[src/core/fdc_status_map.svh]
// Bit positions, codes and constants of the result status bytes
`ifndef FDC_STATUS_MAP_SVH
`define FDC_STATUS_MAP_SVH
`define TERM_NORMAL      2'h0
`define TERM_ABNORMAL    2'h1
`define TERM_INVALID     2'h2
`define TERM_POLLING     2'h3
`define RECAL_STEP_LIMIT 8'h50
`define LAST_SECTOR      8'hFF
`define BAD_TRACK_ID     8'hFF
`define RESULT_COUNT     2'h3
`define INDEX_MISS_LIMIT 2'h2
`define TERM_FIELD       7:6
`define BIT_HEAD         2
`define DRIVE_FIELD      1:0
`define BIT_SEEK_DONE    5
`define BIT_EQUIP        4
`define BIT_END_CYL      7
`define BIT_CRC          5
`define BIT_OVERRUN      4
`define BIT_NO_SECTOR    2
`define BIT_WRITE_BLK    1
`define BIT_MARK_ABSENT  0
`define BIT_CTRL_MARK    6
`define BIT_DATA_CRC     5
`define BIT_TRACK_MISM   4
`define BIT_BAD_TRACK    1
`define BIT_DATA_MARK    0
`endif

[src/core/fdc_status_pkg.sv]
// Types shared by the result status logic
package fdc_status_pkg;
	typedef enum logic [2:0] {
		CMD_READ_DATA,
		CMD_READ_DELETED,
		CMD_WRITE_DATA,
		CMD_WRITE_DELETED,
		CMD_FORMAT,
		CMD_READ_ID,
		CMD_READ_TRACK,
		CMD_SEEK
	} cmd_class_t;

	typedef struct packed {
		logic       recal_step;
		logic       track_zero_input;
		logic       relseek_underflow;
		logic       seek_complete;
		logic       index_pulse_input;
		logic       id_mark_found;
		logic       id_crc_error;
		logic       data_crc_error;
		logic       data_mark_absent;
		logic       deleted_mark_seen;
		logic       normal_mark_seen;
		logic       overrun;
		logic       sector_missing;
		logic       bad_sequence;
		logic       write_protect;
		logic       id_valid;
		logic [7:0] id_track;
		logic [7:0] sector_number;
	} disk_events_t;

	typedef struct packed {
		logic [7:0] zero;
		logic [7:0] one;
		logic [7:0] two;
	} status_bytes_t;
endpackage

[src/core/floppy_result_status.sv]
// Result phase status byte assembly for the floppy controller core
`timescale 1ns/1ps
`include "fdc_status_map.svh"
module floppy_result_status
	import fdc_status_pkg::*;
(
	input  wire logic         i_clk,         // Controller clock, 200 MHz
	input  wire logic         i_nrst,        // Async reset, active low
	input  wire logic         i_cmd_start,   // Pulse: command execution begins
	input  wire cmd_class_t   i_cmd_class,   // Class of command starting
	input  wire logic         i_cmd_end,     // Pulse: execution finished
	input  wire logic         i_invalid,     // Command could not be executed
	input  wire logic         i_poll_abort,  // Command stopped by drive polling
	input  wire logic         i_terminal_count_input, // Terminal count seen
	input  wire logic         i_head,        // Current head address
	input  wire logic [1:0]   i_drive,       // Selected drive number
	input  wire logic [7:0]   i_track,       // Internal track number
	input  wire logic         i_recal,       // Recalibrate in progress
	input  wire disk_events_t i_ev,          // Disk side events and pin levels
	input  wire logic         i_rd_data,     // Host read strobe of data port
	output logic              o_request_for_master_bit,  // Host may read
	output logic              o_transfer_direction_bit,  // Direction: device to host
	output logic [7:0]        o_data,        // Result byte on data port
	output logic [7:0]        o_result_status_zero,      // Latched byte zero
	output logic [7:0]        o_result_status_one,       // Latched byte one
	output logic [7:0]        o_result_status_two        // Latched byte two
);
	typedef enum logic [1:0] {ST_IDLE, ST_EXEC, ST_RESULT} phase_t;

	phase_t        phase;
	cmd_class_t    cmd_class;
	logic [1:0]    rd_index;
	logic [1:0]    wp_sync;
	logic [1:0]    tz_sync;
	logic [1:0]    index_sync;
	logic          wp_prev;
	logic          index_prev;
	logic [1:0]    index_count;
	logic          recal_fault;
	logic          term_count_seen;
	logic          any_error;
	logic          end_cyl_now;
	logic [7:0]    st0;
	logic [7:0]    st1;
	logic [7:0]    st2;
	status_bytes_t next_bytes;
	logic          seek_done_flag;
	logic          equipment_fault_flag;
	logic          end_cylinder_flag;
	logic          crc_fault_flag;
	logic          overrun_flag;
	logic          sector_not_found_flag;
	logic          write_blocked_flag;
	logic          mark_absent_flag;
	logic          control_mark_flag;
	logic          data_field_crc_flag;
	logic          track_mismatch_flag;
	logic          bad_track_flag;
	logic          data_mark_absent_flag;

	function automatic logic is_write(input cmd_class_t c);
		return c == CMD_WRITE_DATA || c == CMD_WRITE_DELETED || c == CMD_FORMAT;
	endfunction

	function automatic logic is_read(input cmd_class_t c);
		return c == CMD_READ_DATA || c == CMD_READ_DELETED;
	endfunction

	// Pin levels pass two flip-flops before use
	always_ff @(posedge i_clk or negedge i_nrst) begin
		if (!i_nrst) begin
			wp_sync  <= 2'h0;
			tz_sync  <= 2'h0;
			index_sync <= 2'h0;
			wp_prev    <= 1'b0;
			index_prev <= 1'b0;
		end else begin
			wp_sync  <= {wp_sync[0], i_ev.write_protect};
			tz_sync  <= {tz_sync[0], i_ev.track_zero_input};
			index_sync <= {index_sync[0], i_ev.index_pulse_input};
			wp_prev    <= wp_sync[1];
			index_prev <= index_sync[1];
		end
	end

	recal_step_counter u_recal (
		.i_clk        (i_clk),
		.i_nrst       (i_nrst),
		.i_clear      (i_cmd_start),
		.i_recal      (i_recal),
		.i_step       (i_ev.recal_step),
		.i_track_zero (tz_sync[1]),
		.o_fault      (recal_fault)
	);

	// Phase tracking and result byte pointer
	always_ff @(posedge i_clk or negedge i_nrst) begin
		if (!i_nrst) begin
			phase     <= ST_IDLE;
			cmd_class <= CMD_SEEK;
			rd_index  <= 2'h0;
		end else begin
			case (phase)
				ST_IDLE: begin
					if (i_cmd_start) begin
						phase     <= ST_EXEC;
						cmd_class <= i_cmd_class;
					end
				end
				ST_EXEC: begin
					if (i_cmd_end) begin
						phase    <= ST_RESULT;
						rd_index <= 2'h0;
					end
				end
				ST_RESULT: begin
					if (i_rd_data) begin
						if (rd_index == `RESULT_COUNT - 2'h1) begin
							phase <= ST_IDLE;
						end
						rd_index <= rd_index + 2'h1;
					end
				end
				default: phase <= ST_IDLE;
			endcase
		end
	end

	// Index pulses counted while no ID mark is found
	always_ff @(posedge i_clk or negedge i_nrst) begin
		if (!i_nrst) begin
			index_count <= 2'h0;
		end else if ((i_cmd_start && phase == ST_IDLE) || i_ev.id_mark_found) begin
			index_count <= 2'h0;
		end else if (phase == ST_EXEC && index_sync[1] && !index_prev &&
				index_count != `INDEX_MISS_LIMIT) begin
			index_count <= index_count + 2'h1;
		end
	end

	// Sticky flags: new command clears, events set during execution; clear wins over set
	always_ff @(posedge i_clk or negedge i_nrst) begin
		if (!i_nrst) begin
			seek_done_flag        <= 1'b0;
			equipment_fault_flag  <= 1'b0;
			end_cylinder_flag     <= 1'b0;
			crc_fault_flag        <= 1'b0;
			overrun_flag          <= 1'b0;
			sector_not_found_flag <= 1'b0;
			write_blocked_flag    <= 1'b0;
			mark_absent_flag      <= 1'b0;
			control_mark_flag     <= 1'b0;
			data_field_crc_flag   <= 1'b0;
			track_mismatch_flag   <= 1'b0;
			bad_track_flag        <= 1'b0;
			data_mark_absent_flag <= 1'b0;
			term_count_seen       <= 1'b0;
		end else if (i_cmd_start && phase == ST_IDLE) begin
			seek_done_flag        <= 1'b0;
			equipment_fault_flag  <= 1'b0;
			end_cylinder_flag     <= 1'b0;
			crc_fault_flag        <= 1'b0;
			overrun_flag          <= 1'b0;
			sector_not_found_flag <= 1'b0;
			write_blocked_flag    <= 1'b0;
			mark_absent_flag      <= 1'b0;
			control_mark_flag     <= 1'b0;
			data_field_crc_flag   <= 1'b0;
			track_mismatch_flag   <= 1'b0;
			bad_track_flag        <= 1'b0;
			data_mark_absent_flag <= 1'b0;
			term_count_seen       <= 1'b0;
		end else if (phase == ST_EXEC) begin
			if (i_ev.seek_complete)
				seek_done_flag <= 1'b1;
			if (recal_fault || i_ev.relseek_underflow)
				equipment_fault_flag <= 1'b1;
			if (i_terminal_count_input)
				term_count_seen <= 1'b1;
			if (i_ev.sector_number == `LAST_SECTOR && i_ev.id_valid && !term_count_seen)
				end_cylinder_flag <= 1'b1;
			if (end_cyl_now)
				end_cylinder_flag <= 1'b1;
			if (i_ev.id_crc_error || i_ev.data_crc_error)
				crc_fault_flag <= 1'b1;
			if (i_ev.overrun)
				overrun_flag <= 1'b1;
			if ((is_read(cmd_class) && i_ev.sector_missing) ||
					(cmd_class == CMD_READ_ID && i_ev.id_crc_error) ||
					(cmd_class == CMD_READ_TRACK && i_ev.bad_sequence))
				sector_not_found_flag <= 1'b1;
			if (is_write(cmd_class) && wp_sync[1] && !wp_prev)
				write_blocked_flag <= 1'b1;
			if (index_count == `INDEX_MISS_LIMIT || i_ev.data_mark_absent)
				mark_absent_flag <= 1'b1;
			if ((cmd_class == CMD_READ_DATA && i_ev.deleted_mark_seen) ||
					(cmd_class == CMD_READ_DELETED && i_ev.normal_mark_seen))
				control_mark_flag <= 1'b1;
			if (i_ev.data_crc_error)
				data_field_crc_flag <= 1'b1;
			if (i_ev.id_valid && i_ev.id_track != i_track) begin
				track_mismatch_flag <= 1'b1;
				if (i_ev.id_track == `BAD_TRACK_ID)
					bad_track_flag <= 1'b1;
			end
			if (i_ev.data_mark_absent)
				data_mark_absent_flag <= 1'b1;
		end
	end

	// Missing terminal count is decided in the ending cycle itself, so the latch sees it
	assign end_cyl_now = phase == ST_EXEC && i_cmd_end && !term_count_seen &&
		!i_terminal_count_input && (is_read(cmd_class) || cmd_class == CMD_WRITE_DATA ||
		cmd_class == CMD_WRITE_DELETED);

	// Any latched fault makes the ending abnormal
	assign any_error = end_cylinder_flag | end_cyl_now | crc_fault_flag | overrun_flag |
		sector_not_found_flag | write_blocked_flag | mark_absent_flag |
		equipment_fault_flag | track_mismatch_flag | data_mark_absent_flag;

	always_comb begin
		st0 = 8'h00;
		st1 = 8'h00;
		st2 = 8'h00;
		// Termination code by priority: invalid, polling, fault, normal
		if (i_invalid)
			st0[`TERM_FIELD] = `TERM_INVALID;
		else if (i_poll_abort)
			st0[`TERM_FIELD] = `TERM_POLLING;
		else if (any_error)
			st0[`TERM_FIELD] = `TERM_ABNORMAL;
		else
			st0[`TERM_FIELD] = `TERM_NORMAL;
		st0[`BIT_SEEK_DONE]   = seek_done_flag;
		st0[`BIT_EQUIP]       = equipment_fault_flag;
		st0[`BIT_HEAD]        = i_head;
		st0[`DRIVE_FIELD]     = i_drive;
		st1[`BIT_END_CYL]     = end_cylinder_flag | end_cyl_now;
		st1[`BIT_CRC]         = crc_fault_flag;
		st1[`BIT_OVERRUN]     = overrun_flag;
		st1[`BIT_NO_SECTOR]   = sector_not_found_flag;
		st1[`BIT_WRITE_BLK]   = write_blocked_flag;
		st1[`BIT_MARK_ABSENT] = mark_absent_flag;
		st2[`BIT_CTRL_MARK]   = control_mark_flag;
		st2[`BIT_DATA_CRC]    = data_field_crc_flag;
		st2[`BIT_TRACK_MISM]  = track_mismatch_flag;
		st2[`BIT_BAD_TRACK]   = bad_track_flag;
		st2[`BIT_DATA_MARK]   = data_mark_absent_flag;
		next_bytes = '{zero: st0, one: st1, two: st2};
	end

	// Latched copies held through the result phase
	always_ff @(posedge i_clk or negedge i_nrst) begin
		if (!i_nrst) begin
			o_result_status_zero <= 8'h00;
			o_result_status_one  <= 8'h00;
			o_result_status_two  <= 8'h00;
		end else if (phase == ST_EXEC && i_cmd_end) begin
			o_result_status_zero <= st0;
			o_result_status_one  <= st1;
			o_result_status_two  <= st2;
		end
	end

	result_byte_store u_store (
		.i_clk   (i_clk),
		.i_nrst  (i_nrst),
		.i_load  (phase == ST_EXEC && i_cmd_end),
		.i_bytes (next_bytes),
		.i_index (i_rd_data ? rd_index + 2'h1 : rd_index),
		.o_data  (o_data)
	);

	// Host may read while result bytes remain
	always_ff @(posedge i_clk or negedge i_nrst) begin
		if (!i_nrst) begin
			o_request_for_master_bit <= 1'b0;
			o_transfer_direction_bit <= 1'b0;
		end else begin
			o_request_for_master_bit <= (phase == ST_EXEC && i_cmd_end) ||
				(phase == ST_RESULT &&
				!(i_rd_data && rd_index == `RESULT_COUNT - 2'h1));
			o_transfer_direction_bit <= (phase == ST_EXEC && i_cmd_end) ||
				(phase == ST_RESULT &&
				!(i_rd_data && rd_index == `RESULT_COUNT - 2'h1));
		end
	end
endmodule

[src/core/recal_step_counter.sv]
// Counts recalibrate step pulses and flags a missing track zero
`timescale 1ns/1ps
`include "fdc_status_map.svh"
module recal_step_counter (
	input  wire logic i_clk,        // Controller clock
	input  wire logic i_nrst,       // Async reset, active low
	input  wire logic i_clear,      // New command starts
	input  wire logic i_recal,      // Recalibrate in progress
	input  wire logic i_step,       // Step pulse issued
	input  wire logic i_track_zero, // Synchronised track zero level
	output logic      o_fault       // Limit reached without track zero
);
	logic [7:0] steps;

	always_ff @(posedge i_clk or negedge i_nrst) begin
		if (!i_nrst) begin
			steps <= 8'h00;
		end else if (i_clear || !i_recal || i_track_zero) begin
			steps <= 8'h00;
		end else if (i_step && steps != `RECAL_STEP_LIMIT) begin
			steps <= steps + 8'h01;
		end
	end

	always_ff @(posedge i_clk or negedge i_nrst) begin
		if (!i_nrst) begin
			o_fault <= 1'b0;
		end else begin
			o_fault <= i_recal && !i_track_zero && steps == `RECAL_STEP_LIMIT;
		end
	end
endmodule

[src/core/result_byte_store.sv]
// Three-entry result byte store with registered read data
`timescale 1ns/1ps
module result_byte_store
	import fdc_status_pkg::*;
(
	input  wire logic          i_clk,   // Controller clock
	input  wire logic          i_nrst,  // Async reset, active low
	input  wire logic          i_load,  // Capture all bytes
	input  wire status_bytes_t i_bytes, // Bytes to capture
	input  wire logic [1:0]    i_index, // Byte to present
	output logic [7:0]         o_data   // Registered read data
);
	status_bytes_t store;

	always_ff @(posedge i_clk or negedge i_nrst) begin
		if (!i_nrst) begin
			store <= '0;
		end else if (i_load) begin
			store <= i_bytes;
		end
	end

	always_ff @(posedge i_clk or negedge i_nrst) begin
		if (!i_nrst) begin
			o_data <= 8'h00;
		end else begin
			case (i_index)
				2'h0:    o_data <= store.zero;
				2'h1:    o_data <= store.one;
				2'h2:    o_data <= store.two;
				default: o_data <= 8'h00;
			endcase
		end
	end
endmodule
[config.mk]
export PLATFORM = sky130hd
export DESIGN_NAME = floppy_result_status
export DESIGN_NICKNAME = d
export VERILOG_FILES = /design/src/core/fdc_status_pkg.sv /design/src/core/floppy_result_status.sv /design/src/core/recal_step_counter.sv /design/src/core/result_byte_store.sv
export VERILOG_INCLUDE_DIRS = /design/src /design/src/core
export SDC_FILE = /design/constraint.sdc
export NUM_CORES = 1
export LEC_CHECK = 0
export ABC_AREA = 1
export BUFFER_PORTS_ARGS = -buffer_cell sky130_fd_sc_hd__buf_4
export CORE_UTILIZATION = 40
export CTS_CLUSTER_DIAMETER = 100
export DETAILED_ROUTE_END_ITERATION = 8
export GPL_TIMING_DRIVEN = 0
export SLEW_MARGIN = 10
export SYNTH_ARGS = -nofsm -noshare
export SYNTH_HDL_FRONTEND = slang
export SYNTH_SLANG_ARGS = --single-unit
[constraint.sdc]
create_clock -name i_clk -period 1.5 [get_ports i_clk]
set_input_delay 0.3 -clock i_clk [delete_from_list [all_inputs] [get_ports i_clk]]
set_output_delay 0.3 -clock i_clk [all_outputs]
set_load 0.05 [all_outputs]
Word level (Yosys, flattened, before mapping)
Cells that the tools add are included.

Add/sub/neg operators: 3. Equal/unequal tests: 22. Muxes and demuxes: 60. Bitwise operators: 9. Reductions and logical operators: 83.

Operators by type and width (number): 1-bit 2-to-1 mux (45); 2-bit nonzero test (17); 2-bit AND reduction (15); 8-bit one-hot mux with 3 select lines (1); 1-bit logical AND (23); 2-bit 2-to-1 mux (10); 8-bit == test (second input constant) (2); 8-bit 2-to-1 mux (2); 1-bit logical OR (15); 2-bit inequality test (second input constant) (5); 3-bit == test (second input constant) (3); 1-bit bitwise OR (9); 8-bit by 1-bit adder with 8-bit output (second input constant) (1); 2-bit == test (second input constant) (4); 8-bit by 7-bit == test with 1-bit output (second input constant) (1); 8-bit by 7-bit inequality test with 1-bit output (second input constant) (1); 8-bit inequality test (1); 1-bit logical NOT (7); 3-bit by 2-bit == test with 1-bit output (second input constant) (2); 2-bit one-hot mux with 3 select lines (1); 2-bit by 1-bit adder with 2-bit output (second input constant) (2); 2-bit by 1-bit == test with 1-bit output (second input constant) (2); 2-bit logical NOT (2); 2-bit one-hot mux with 2 select lines (1); 5 further kinds (5).

Flip-flop bits (word level): 67. Input port bits: 55.

Logic depth before layout (Yosys ltp)
Word-level depth: 17. Mapped depth: 9. Gate-level depth less buffers: 9.

By module
A second synthesis with hierarchy kept.

Cell total of the unflattened synthesis: 494. Area, all modules: 4255.3 um2.

By module, submodules not included: floppy_result_status (times used 1, cells an instance 266, area each 2275.9 um2, sequential area each 1255.0 um2); result_byte_store (times used 1, cells an instance 146, area each 1368.8 um2, sequential area each 800.8 um2); recal_step_counter (times used 1, cells an instance 82, area each 610.6 um2, sequential area each 225.2 um2).

Worst setup path before layout
Ideal clock, no wire load.

Kind: register -> register. From: register rd_index[0]. To: register u_store.o_data[2]. Arrival time: 1.234 ns. Path slack: 0.145 ns. Stages on the path, launching flop included: 8. Path through: dfrtp_1 -> inv_1 -> ha_1 -> nand2_1 -> o21ai_0 -> nand2_1 -> inv_1 -> a22o_1.

Cells in the longest elaborated chain, start to end: 4.

RTL lines: start, declared (RTL line floppy_result_status.sv:32) `logic [1:0] rd_index;`; start signal, assigned (RTL line floppy_result_status.sv:121) `rd_index <= rd_index + 2'h1;`; 2-bit by 1-bit adder with 2-bit output (RTL line floppy_result_status.sv:270) `.i_index (i_rd_data ? rd_index + 2'h1 : rd_index),`; 2-bit 2-to-1 mux *; 2-bit == test, or another cell as far along (RTL line result_byte_store.sv:27) `case (i_index)`; 8-bit one-hot mux with 3 select lines * (RTL line result_byte_store.sv:27); end signal, assigned (RTL line result_byte_store.sv:28) `2'h0: o_data <= store.zero;`; end signal, assigned (RTL line result_byte_store.sv:29) `2'h1: o_data <= store.one;`; end signal, assigned (RTL line result_byte_store.sv:30) `2'h2: o_data <= store.two;`; end, declared (RTL line result_byte_store.sv:11) `output logic [7:0] o_data`.

Every way passes the cells marked *; elsewhere a longest branch is shown, timed or not. A chain may end at the register's enable or synchronous reset.

Worst setup path after layout
From: register rd_index[0]. To: register u_store.o_data[6].

Same word-level chain as after synthesis.

==> flow_metrics.tcl <==
set metrics [dict create \
    dr_total_vias 2500 \
    postCtsHoldBufs 0 \
    ys_seq_elements 66 \
    synthTopCellsByArea "dfrtp_1, nand2_1, inv_1" \
    finish.utilization 0.554 \
    dieArea_um2 8170 \
    startpoint_type "register" \
    pre_cts_slack_ps -18.1 \
    port_buffers 81 \
    crit_path_end_kind "register" \
    setup_viol_count_final 0 \
    post_drt_wl_per_cell_um 12.0 \
    rsz0062_at_grt "no" \
    cts_buffers 9 \
    critPathArrivalTime_ps 1600 \
    met2_length_um 3000 \
    cts_root_buf "clkbuf_8" \
    place_congestion 0.847 \
    grt_pass1_vias 2506 \
    met3_length_um 380 \
    rr_endpoint "u_store.o_data[6]" \
    fp.coreArea_um2 7410 \
    drive_gt1_frac 0.318 \
    setup_slack_ps 124 \
    grt_use_total 0.176 \
    ys_warn_count 0 \
    ir_drop_v 0.000909 \
    worstMarginPinSlew_ps 817 \
    route.antenna.remaining_nets 0 \
    first_pass_iters 4 \
    syn-cell-area_um2 3130 \
    routed_wl_um 6650 \
    yosysSeqAreaShare 0.529 \
    clk_pin_slew_ps 80 \
    gr-total-overflow 0 \
    fin_crit_ps 1380 \
    nets 507 \
    slew_headroom 0.456 \
    hold_ws_ps 48.7 \
    max_freq_mhz 727 \
    cts_tree "yes" \
    maxCapViolations 0 \
    drc 0 \
    met1_length_um 3100 \
    synthCells 350 \
    synth_cell_types 32 \
    grt_pass1_wl_um 11300 \
    tns_ps 0 \
    min_path_type "input port to asynchronous set/reset pin" \
    p_total_uw 7560 \
    pin_count 89 \
    antenna_found_initial 0 \
    diodes 0 \
    critPathLaunch "rd_index[0]" \
    die_w_um 90.4 \
    die_h_um 90.4 \
    grt_max_degree 67 \
    crit_required_ps 1730 \
    power.density_nw_per_um2 1840 \
    criticalPathCategory "register to register" \
    final_cell_mix "nand2_1, buf_4, dfrtp_1" \
    r2r_start "rd_index[0]" \
    ff2ff_setup_slack_ps 120 \
    start_util 0.422 \
    clock-sinks 66 \
    avgSynthCellArea_um2 8.93 \
    status "completed" \
    p_leak_uw 0.00218 \
    final-hold-violation-count 0 \
    drv_slew 0 \
    path_max_fanout 6 \
    skew_ps 13.0 \
    h-tree-depth 3 \
    drtIter0Drc 102 \
    dp_hpwl_um 5040 \
    cts_max_path_buffers 2 \
    area_growth_pct 31.3 \
    top_layer "met4" \
    synth_top_area_share 0.504 \
    rows 31 \
    via_per_inst 4.53 \
    yosysTopAreaCell "dfrtp_1" \
    clock_latency_ps 340 \
    crit_end "u_store.o_data[6]" \
    period_share 0.917 \
    rr_worst_depth 7 \
]
-- per-layer routing --
layer	track usage	vias up
met1	0.228	1121
li1	-	1289
met4	0.0699	0
met2	0.274	73
met3	0.0572	17
met5	0	-
-- flip-flops by register name (all words and copies together) (netlist names), 3 cells and up --
| signal | cells |
|---|---|
| u_store.o_data | 7 |
| cmd_class | 3 |
| u_recal.steps | 8 |
| u_store.store | 12 |
| o_result_status_one | 6 |
-- cell families (layout without fill, tap and decap cells) --
kind of cell               after synthesis  after routing  synth area share
xor gates and xnor gates                10             10            0.0280
buffers and inverters                   65            162            0.0956
AOI/OAI and AO/OA                       46             46            0.0932
adders and majority gates                4              4            0.0160
and+or+nand+nor                        154            154             0.222
DFF                                     66             66             0.529
other                                    1              7           0.00120
muxes                                    4              4            0.0144
-- cells in the mapped netlist, drive strengths merged --
cell type and count:
nand2 95, dfrtp 63, inv 51, o21ai 31, nand3 22, nor2 20, buf 13, a21oi 11
nand4 8, nor3 6, xnor2 5, xor2 5, ha 4, mux2 4, dfstp 3, a22o 2
nor3b 2, a21boi 1, clkinv 1, conb 1, o31ai 1, or2 1
-- per-stage QoR --
step                      std cells  instance area (µm²)
after floorplan                 356                 3150
after global placement          536                 3880
after detailed placement        536                 3880
after CTS                       552                 4100
after global routing            552                 4110
final                           552                 4110
-- timing repair --
action                                  4_1_cts  5_1_grt
endpoints found under the setup margin        6        7
buffers inserted                              0        0
pin swaps                                     0        0
gates resized for setup                       2        3
-- cell type report --
| cell class | instances | area [µm²] |
|---|---|---|
| repair buffers | 81 | 608 |
| inverters | 52 | 196 |
| clock buffers | 11 | 141 |
| multi-input cells | 225 | 1200 |
| clock inverters | 5 | 77.6 |
| fillers | 688 | 3300 |
| plain buffers | 13 | 103 |
| well taps | 99 | 124 |
| flip-flops and latches | 66 | 1660 |
-- worst min path at each step --
stage / from / end / cells past startpoint
after CTS: i_ev[30] / tz_sync[0] / 1
after floorplan: i_nrst / bad_track_flag / 0
after global placement: index_sync[0] / index_sync[1] / 0
after detailed placement: wp_sync[0] / wp_sync[1] / 0
final: i_nrst / rd_index[0] / 1
after global routing: i_ev[30] / tz_sync[0] / 1
-- critical path, cell delays in order (launching register included) --
cell and delay, ps:
dfrtp_1 390, inv_1 60, ha_1 280, nand2_1 80, o21ai_2 80, nand2_1 100, inv_2 70, a22o_1 200
-- report_power, final --
group	total, µW	switching [µW]	leakage (µW)	internal [µW]
Clock	1640	660	0.000109	976
Sequential	2670	325	0.000843	2350
Combinational	3250	2200	0.00123	1050
Total	7560	3180	0.00218	4370
(Power assumes the default switching activity.)
